## src/inc/crm_defs.svh

```systemverilog
// Constants for the clock-request pin map and lane owner block.
// Assumes a single 50 MHz clock and the plain register port of crm_top.
//
// Contract
// Enable bit per port selects pin routing
// Disabled port sees de-asserted request
// Five-bit select value n picks pin n
// Select field ignored while enable clear
// Unimplemented pin encodings are reserved
// Software never maps two ports together
// Software never selects unsupported pins
// Select fields reset to port minus one
// Five fields per word, reserved gaps
// Four-bit read-only owner per lane
// Owner codes: PCIe, USB, SATA, GbE, none
// Owner fields and upper half reset zero
// Lock input freezes enable and selects
`ifndef CRM_DEFS_SVH
`define CRM_DEFS_SVH

`define CRM_ADDR_W          12
`define CRM_PORTS           12
`define CRM_PINS            16
`define CRM_LANES           12
`define CRM_OFS_ENABLE      12'h100
`define CRM_OFS_SEL1        12'h108
`define CRM_OFS_SEL2        12'h10C
`define CRM_OFS_SEL3        12'h110
`define CRM_OFS_LANE1       12'h300
`define CRM_OFS_LANE2       12'h304
`define CRM_ENABLE_MASK     32'h00000FFF
`define CRM_SEL_MASK        32'h1F7DF7DF
`define CRM_SEL3_MASK       32'h000007DF
`define CRM_LANE2_MASK      32'h0000FFFF
`define CRM_ENABLE_RST      32'h00000000
`define CRM_SEL1_RST        32'h040C2040
`define CRM_SEL2_RST        32'h09207185
`define CRM_SEL3_RST        32'h000002CA
`define CRM_SEL_W           5
`define CRM_SEL_PITCH       6
`define CRM_SEL_PER_WORD    5
`define CRM_SEL_LSB0        5'h00
`define CRM_SEL_LSB1        5'h06
`define CRM_SEL_LSB2        5'h0C
`define CRM_SEL_LSB3        5'h12
`define CRM_SEL_LSB4        5'h18
`define CRM_OWNER_W         4

`endif

```

## src/inc/crm_pkg.sv

```systemverilog
// Types for the clock-request pin map and lane owner block.
// Constants live in crm_defs.svh.
package crm_pkg;

  typedef enum logic [3:0] {
    CRM_OWNER_PCIE  = 4'h0,
    CRM_OWNER_USB   = 4'h1,
    CRM_OWNER_SATA  = 4'h2,
    CRM_OWNER_GBE   = 4'h3,
    CRM_OWNER_NONE  = 4'hF
  } crm_owner_type;

  typedef logic [11:0][3:0] crm_lanes_type;

  typedef struct packed {
    logic [11:0]      addr;
    logic [31:0]      wdata;
    logic             wr;
    logic             rd;
  } crm_bus_type;

  typedef struct packed {
    logic [11:0]      enable;
    logic [2:0][31:0] sel;
    crm_lanes_type    lanes;
    logic [15:0]      pin_s1;
    logic [15:0]      pin_s2;
    logic             lock_s1;
    logic             lock_s2;
    logic             locked;
    logic [11:0]      port_req;
    logic [31:0]      rdata;
  } crm_state_type;

endpackage

```

## src/core/crm_top.sv

```systemverilog
// Clock-request pin map for twelve root ports and lane owner status.
// Pins and the lock input are asynchronous and are synchronised here;
// lane owner codes come from logic on the same clock.
//
// Local design decision: the address-and-strobe port.
`timescale 1ns/1ps
`include "crm_defs.svh"

module crm_top (
  input  wire logic                  clock,
  input  wire logic                  nrst,
  input  wire crm_pkg::crm_bus_type  bus,
  output logic [31:0]                rdata,
  input  wire logic                  cfg_lock,
  input  wire logic [15:0]           clkreq_pin_n,
  input  wire crm_pkg::crm_lanes_type lane_owner_in,
  output logic [11:0]                port_clkreq
);

  localparam crm_pkg::crm_state_type RST = '{
    enable:   12'h000,
    sel:      {`CRM_SEL3_RST, `CRM_SEL2_RST, `CRM_SEL1_RST},
    lanes:    '0,
    pin_s1:   16'hFFFF,
    pin_s2:   16'hFFFF,
    lock_s1:  1'b0,
    lock_s2:  1'b0,
    locked:   1'b0,
    port_req: 12'h000,
    rdata:    32'h00000000
  };

  crm_pkg::crm_state_type st_r;
  crm_pkg::crm_state_type st_nxt;

  // Word that holds each port's select field, five ports to a word
  function automatic logic [1:0] sel_word_of(input int p);
    logic [1:0] w;

    w = 2'h0;
    case (p)
      0:       w = 2'h0;
      1:       w = 2'h0;
      2:       w = 2'h0;
      3:       w = 2'h0;
      4:       w = 2'h0;
      5:       w = 2'h1;
      6:       w = 2'h1;
      7:       w = 2'h1;
      8:       w = 2'h1;
      9:       w = 2'h1;
      10:      w = 2'h2;
      11:      w = 2'h2;
      default: w = 2'h0;
    endcase
    return w;
  endfunction

  // Lowest bit of each port's field; one reserved bit between fields
  function automatic logic [4:0] sel_lsb_of(input int p);
    logic [4:0] lsb;

    lsb = 5'h00;
    case (p)
      0:       lsb = `CRM_SEL_LSB0;
      1:       lsb = `CRM_SEL_LSB1;
      2:       lsb = `CRM_SEL_LSB2;
      3:       lsb = `CRM_SEL_LSB3;
      4:       lsb = `CRM_SEL_LSB4;
      5:       lsb = `CRM_SEL_LSB0;
      6:       lsb = `CRM_SEL_LSB1;
      7:       lsb = `CRM_SEL_LSB2;
      8:       lsb = `CRM_SEL_LSB3;
      9:       lsb = `CRM_SEL_LSB4;
      10:      lsb = `CRM_SEL_LSB0;
      11:      lsb = `CRM_SEL_LSB1;
      default: lsb = 5'h00;
    endcase
    return lsb;
  endfunction

  function automatic logic [4:0] sel_of(input logic [2:0][31:0] s,
                                        input int                p);
    logic [31:0] word;
    logic [4:0]  lsb;

    word   = s[sel_word_of(p)];
    lsb    = sel_lsb_of(p);
    sel_of = word[lsb +: `CRM_SEL_W];
  endfunction

  // Codes from 16 up name pins that are not built
  function automatic logic sel_is_reserved(input logic [4:0] sel);
    return sel >= 5'(`CRM_PINS);
  endfunction

  // One port's request: pins are active low, the request is active high
  function automatic logic route_one(input logic        en,
                                     input logic [4:0]  sel,
                                     input logic [15:0] pins_n);
    logic req;

    req = 1'b0;
    if (!en) begin
      req = 1'b0;
    end else if (sel_is_reserved(sel)) begin
      // Reserved codes route nothing rather than alias a real pin
      req = 1'b0;
    end else begin
      req = ~pins_n[sel[3:0]];
    end
    return req;
  endfunction

  // Requests for all twelve ports, from the synchronised pins only
  function automatic logic [11:0] route_all(input crm_pkg::crm_state_type s);
    logic [11:0] r;
    logic [4:0]  sel;

    r   = 12'h000;
    sel = 5'h00;
    for (int p = 0; p < `CRM_PORTS; p++) begin
      sel  = sel_of(s.sel, p);
      r[p] = route_one(s.enable[p], sel, s.pin_s2);
    end
    return r;
  endfunction

  // Status word 1 carries lanes 0 to 7, lane 0 lowest
  function automatic logic [31:0] lanes_lo(input crm_pkg::crm_lanes_type l);
    logic [31:0] v;

    v        = 32'h00000000;
    v[3:0]   = l[0];
    v[7:4]   = l[1];
    v[11:8]  = l[2];
    v[15:12] = l[3];
    v[19:16] = l[4];
    v[23:20] = l[5];
    v[27:24] = l[6];
    v[31:28] = l[7];
    return v;
  endfunction

  // Status word 2 carries lanes 8 to 11; its upper half is reserved
  function automatic logic [31:0] lanes_hi(input crm_pkg::crm_lanes_type l);
    logic [31:0] v;

    v        = 32'h00000000;
    v[3:0]   = l[8];
    v[7:4]   = l[9];
    v[11:8]  = l[10];
    v[15:12] = l[11];
    return v;
  endfunction

  // Select word as read; gaps read zero even if storage ever held ones
  function automatic logic [31:0] sel_view(input logic [31:0] w);
    logic [31:0] v;

    v        = 32'h00000000;
    v[4:0]   = w[4:0];
    v[10:6]  = w[10:6];
    v[16:12] = w[16:12];
    v[22:18] = w[22:18];
    v[28:24] = w[28:24];
    return v;
  endfunction

  // Read mux; unmapped offsets read zero
  function automatic logic [31:0] read_of(input crm_pkg::crm_state_type s,
                                          input logic [11:0]            a);
    logic [31:0] v;

    v = 32'h00000000;
    if (a == `CRM_OFS_ENABLE) begin
      v = {20'h00000, s.enable};
    end else if (a == `CRM_OFS_SEL1) begin
      v = sel_view(s.sel[0]);
    end else if (a == `CRM_OFS_SEL2) begin
      v = sel_view(s.sel[1]);
    end else if (a == `CRM_OFS_SEL3) begin
      v = sel_view(s.sel[2]) & `CRM_SEL3_MASK;
    end else if (a == `CRM_OFS_LANE1) begin
      v = lanes_lo(s.lanes);
    end else if (a == `CRM_OFS_LANE2) begin
      v = lanes_hi(s.lanes);
    end
    return v;
  endfunction

  // Writable bits per offset; reserved and read-only bits are never kept
  function automatic logic [31:0] write_mask_of(input logic [11:0] a);
    logic [31:0] m;

    m = 32'h00000000;
    if (a == `CRM_OFS_ENABLE) begin
      m = `CRM_ENABLE_MASK;
    end else if (a == `CRM_OFS_SEL1) begin
      m = `CRM_SEL_MASK;
    end else if (a == `CRM_OFS_SEL2) begin
      m = `CRM_SEL_MASK;
    end else if (a == `CRM_OFS_SEL3) begin
      m = `CRM_SEL3_MASK;
    end
    return m;
  endfunction

  // Keeps the bits outside the mask and takes the ones inside it
  function automatic logic [31:0] merge(input logic [31:0] old,
                                        input logic [31:0] wdata,
                                        input logic [31:0] mask);
    return (old & ~mask) | (wdata & mask);
  endfunction

  // Applies one write; the lane status offsets are read-only and drop it
  function automatic crm_pkg::crm_state_type write_of(
    input crm_pkg::crm_state_type s,
    input logic [11:0]            a,
    input logic [31:0]            d);
    crm_pkg::crm_state_type n;
    logic [31:0]            m;

    n = s;
    m = write_mask_of(a);
    if (a == `CRM_OFS_ENABLE) begin
      n.enable = 12'(merge({20'h00000, s.enable}, d, m));
    end else if (a == `CRM_OFS_SEL1) begin
      n.sel[0] = merge(s.sel[0], d, m);
    end else if (a == `CRM_OFS_SEL2) begin
      n.sel[1] = merge(s.sel[1], d, m);
    end else if (a == `CRM_OFS_SEL3) begin
      n.sel[2] = merge(s.sel[2], d, m);
    end
    return n;
  endfunction

  // Two flops for the pins and the lock before any logic reads them
  function automatic crm_pkg::crm_state_type sync_of(
    input crm_pkg::crm_state_type s,
    input logic [15:0]            pins_n,
    input logic                   lock);
    crm_pkg::crm_state_type n;

    n         = s;
    n.pin_s1  = pins_n;
    n.pin_s2  = s.pin_s1;
    n.lock_s1 = lock;
    n.lock_s2 = s.lock_s1;
    // Sticky until reset so a glitching source cannot reopen writes
    if (s.lock_s2) begin
      n.locked = 1'b1;
    end
    return n;
  endfunction

  always_comb begin
    st_nxt       = sync_of(st_r, clkreq_pin_n, cfg_lock);
    st_nxt.lanes = lane_owner_in;
    // A write still lands in the cycle before the lock flag rises
    if (bus.wr && !st_r.locked) begin
      st_nxt = write_of(st_nxt, bus.addr, bus.wdata);
    end
    // Read data stand for one cycle only
    st_nxt.rdata = 32'h00000000;
    if (bus.rd) begin
      st_nxt.rdata = read_of(st_r, bus.addr);
    end
    st_nxt.port_req = route_all(st_r);
  end

  always_ff @(posedge clock or negedge nrst) begin
    if (!nrst) begin
      st_r <= RST;
    end else begin
      st_r <= st_nxt;
    end
  end

  assign rdata       = st_r.rdata;
  assign port_clkreq = st_r.port_req;

endmodule

```

## config.mk

```make
export PLATFORM = sky130hd
export DESIGN_NAME = crm_top
export DESIGN_NICKNAME = d
export VERILOG_FILES = /design/src/inc/crm_pkg.sv /design/src/core/crm_top.sv
export VERILOG_INCLUDE_DIRS = /design/src /design/src/inc
export SDC_FILE = /design/constraint.sdc
export NUM_CORES = 1
export LEC_CHECK = 0
export ABC_AREA = 1
export BUFFER_PORTS_ARGS = -buffer_cell sky130_fd_sc_hd__buf_4
export CORE_ASPECT_RATIO = 0.9
export CORE_MARGIN = 5
export CORE_UTILIZATION = 30
export DETAILED_ROUTE_END_ITERATION = 10
export GPL_ROUTABILITY_DRIVEN = 0
export GPL_TIMING_DRIVEN = 1
export HOLD_SLACK_MARGIN = 0.08
export PLACE_DENSITY_LB_ADDON = 0.12
export SLEW_MARGIN = 20
export SYNTH_ARGS = -nofsm -noshare
export SYNTH_HDL_FRONTEND = slang
export SYNTH_SLANG_ARGS = --single-unit
export TNS_END_PERCENT = 10
```

## constraint.sdc

```tcl
create_clock -name clock -period 1.8 [get_ports clock]
set_input_delay 0 -clock clock [delete_from_list [all_inputs] [get_ports clock]]
set_output_delay 0 -clock clock [all_outputs]
set_load 0.03 [all_outputs]
```

# After elaboration in Yosys (flattened, before gate mapping)
# Index checks and enable logic that the tools add are counted.
# word_totals
register_bits	235
word_cells	145
# op_classes
order_cmp	24
n_eq_ne	6
muxes	61
n_bitwise	25
reduce_logical	6
# ops
operator	n
32-bit 2-to-1 mux	10
32-bit bitwise AND	4
32-bit OR	3
5-bit greater-or-equal comparator (second input constant)	12
4-bit by 5-bit less-than comparator with 1-bit output (second input constant)	12
1-bit binary-select mux with 4-bit select	12
12-bit by 9-bit equality test with 1-bit output (second input constant)	4
1-bit 2-to-1 mux	37
32-bit NOT	1
12-bit by 10-bit equality test with 1-bit output (second input constant)	2
16-bit 2-to-1 mux	1
1-bit NOT	15
12-bit bitwise AND	1
12-bit OR	1
11-bit 2-to-1 mux	1
5-bit AND reduction	1
4-bit AND reduction	1
3-bit AND reduction	1
2-bit AND reduction	1
1-bit logical AND	1
1-bit logical NOT	1

# Depth between registers and ports, before layout
# logic_depth
ltp_word	9
mapped_depth	11
ltp_nobuf	11

# Worst setup path before layout
# No wires, ideal clock.
# synth_timing
kind	register -> register
startpoint	register with a tool-made name
endpoint	register st_r (netlist bit port_clkreq[9])
setup_time_ns	0.116
t_arrival_ns	1.331
t_required_ns	1.684
setup_slack_ns	0.353
path_stages_with_launch	8
path_buffers	2
cell_sequence	dfstp_2 buf_2 clkbuf_1 o21ai_0 a21oi_1 o22ai_1 nor2_1 nor2_1
# synth_rtl
item	line	text
to (signal assigned)	crm_top.sv:276	st_r <= st_nxt;
to (decl)	crm_top.sv:33	crm_pkg::crm_state_type st_r;

==> run_results.csv <==
group,metric,value,unit
yosys,avgSynthCellArea,8.93,um^2
cts,cts_tree,"done",
route,drc,0,
cts,clockRootBuffer,"clkbuf_16",
worst_setup_path,cp-start-kind,"flop",
final_layout,fin_area,12600,um^2
global_route,grt.total_usage,17.3,%
worst_setup_path,cp_max_fo,7,
hold_path,hold_class,"in -> async",
worst_setup_path,crit_top_cell,"nor2_1",
worst_setup_path,cp.arrival,1.96,ns
worst_setup_path,critical_path.max_stage_delay,0.56,ns
route,ant_nets,0,
final_layout,syn_to_final_growth,29.3,%
route,drt-total-wl,31000,um
timing,rsz0062_at_grt,"no",
cts,numCtsBuffers,17,
timing,fin_ws,0.188,ns
timing,tightest_slew,0.607,ns
timing,finalSetupTns,0,ns
final_layout,fin_nets,1384,
worst_setup_path,rr_worst_depth,8,
route,drt-pass1-iter-count,5,
cts,clock_path_buffers,2,
worst_setup_path,critPathKind,"reg -> reg",
yosys,async_reset_ff_share,100,%
global_route,antenna_found_initial,1,
worst_setup_path,path_cells,"clkinv_1 > buf_4 > a21oi_1 > o21ai_0 > nand2_1 > o22ai_1 > nor2_1 > nor2_1",
timing,fin_crit,1.61,ns
placement,place_ws,0.199,ns
yosys,ys_ff_latch,199,
flow_run,maxCapViolations,0,
floorplan,die_w,200,um
worst_setup_path,cp_num_buf_inv,2,
placement,hpwl,22700,um
timing,timing.final.hold_violations,0,
yosys,yosysSeqAreaShare,51.8,%
yosys,synth_fp_nets,1204,
timing,max_freq,0.620,GHz
final_layout,multiInputGateArea,3650,um^2
cts,htreeDepth,4,
cts,cts.reportedPaths.clkPinSlew,0.08,ns
cts,cts_sinks,199,
final_layout,seq_area,5040,um^2
global_route,grt_pass1_wl,48300,um
yosys,synth_cell_types,40,
status,status,"complete, no violations",
yosys,synth.area.top_cells,"dfrtp_1 (38%), dfstp_2 (14%), nand2_1 (6.3%)",
yosys,yosysTopAreaCellShare,37.8,%
route,via_count,7874,
yosys,synth_largest_area_cell,"dfrtp_1",
timing,skew,0.0155,ns
power_and_ir_drop,power_leakage,0.00568,uW
floorplan,rows,62,
yosys,synth_ff_type,"dfrtp_1",
timing,slew_headroom,59.5,%
yosys,netlist_area,9740,um^2
yosys,yosys_warnings,0,
global_route,grt_overflow_total,0,
worst_setup_path,crit_family,"flip-flops",
yosys,synth.most_common_cell,"nand2_1",
timing,min_period_over_period,89.6,%
worst_setup_path,endpoint_kind,"flop",
final_layout,antenna_cells,0,
timing,setup_viol,0,
placement,io_buffers,151,
worst_setup_path,crit_slowest_cell,"dfstp_2",
floorplan,dieArea,36200,um^2
cts,clk_latency,0.45,ns
global_route,grt_max_degree,59,
final_layout,drive_gt1_share,27.5,%
route,drtIter0Drc,585,
floorplan,die_y,181,um
floorplan,core-area,32000,um^2
yosys,synth_common_cells,"nand2_1 (163), dfrtp_1 (147), o21ai_0 (102)",
power_and_ir_drop,peakVddDrop,0.626,mV
floorplan,ioPinCount,157,
final_layout,nFillCells,3201,
worst_setup_path,path_depth,8,
yosys,syn-instance-count,1091,
route,wire_per_inst,18.3,um
floorplan,start_util,30.5,%
global_route,grt_pass1_vias,7850,
route,vias_per_cell,4.63,
yosys,synth_enable_flop_cells,0,
power_and_ir_drop,power_density,740,nW/um^2
timing,slew_viol_final,0,
worst_setup_path,critPathRequiredTime,2.14,ns
placement,placed_area,11000,um^2
-- path summary, 6_finish.rpt --
| check | to | slack, ns | from |
|---|---|---|---|
| max | port_clkreq[4] | 0.19 | st_r[52] |
| max reg2reg | port_clkreq[4] | 0.19 | st_r[52] |
| min reg2reg | st_r[45] | 0.36 | st_r[46] |
| min in group clock | flop | 0.12 | bus[1] |
| min | async pin | 0.1 | nrst |
| max in group asynchronous | async pin | 1.05 | nrst |
-- cell usage in the layout, fill, tap and decap left out, types with 5 or more instances in the layout --
master | synthesis | final
a21oi_2 | 28 | 28
buf_12 | 0 | 9
nand3_2 | 6 | 6
dfstp_2 | 52 | 52
inv_8 | 0 | 5
nand4_1 | 5 | 5
clkbuf_16 | 0 | 17
o21ai_1 | 71 | 71
nand3_1 | 58 | 58
nor2_4 | 5 | 5
buf_4 | 52 | 169
nand3b_1 | 6 | 6
inv_1 | 82 | 82
nor3_1 | 7 | 7
dlygate4sd3_1 | 0 | 95
dfrtp_1 | 147 | 147
nor2_8 | 5 | 5
o211ai_1 | 32 | 32
inv_2 | 7 | 7
o21ai_0 | 102 | 102
a21oi_1 | 84 | 84
nand2_2 | 13 | 13
nand2_1 | 163 | 163
o21ai_2 | 10 | 10
nor2_1 | 63 | 63
clkinv_8 | 0 | 5
-- final cells by class --
type	instances	area share (%)
Timing Repair Buffer	274	19.2
Clock buffer	17	3.38
Tap cell	416	4.13
Inverter	95	2.86
Clock inverter	15	1.44
Sequential cell	199	40.1
Multi-Input combinational cell	684	29.0
-- cell families after synthesis --
logic type / after synthesis / share of synthesized area, %
AOI/OAI and AO/OA: 336 / 19.7
buffers and inverters: 208 / 10.8
DFF: 199 / 51.8
muxes: 1 / 0.116
and+or+nand+nor: 347 / 17.6
-- through the flow --
stage	power (uW)	util (%)	hold slack, ns	cells
5_1_grt	9720	39.4	0.123	1700
4_1_cts	9470	39.4	0.0994	1700
3_5_place_dp	5350	34.5	0.0353	1573
3_3_place_gp	5350	34.5	0.0306	1573
6_report	9320	39.4	0.0980	1700
2_1_floorplan	4910	-	-0.296	1091
-- routing by layer --
metal	share of wire (%)	global-route usage, %
met2	43	25.1
met5	0	0
met3	4.8	2.92
met4	1.2	3.83
met1	51	27.0
-- what timing repair did --
item	CTS	global route
hold buffers	95	0
resized for setup	0	0
endpoints found under the hold margin	310	0
buffers inserted	0	0
-- report_power, final --
part | internal [uW] | switching [uW] | total [uW] | leakage, uW
clock network | 1890 | 2000 | 3890 | 0.000296
registers | 4600 | 83.3 | 4680 | 0.00244
logic | 378 | 369 | 747 | 0.00294
No activity file was read; power rests on OpenSTA's default activity.
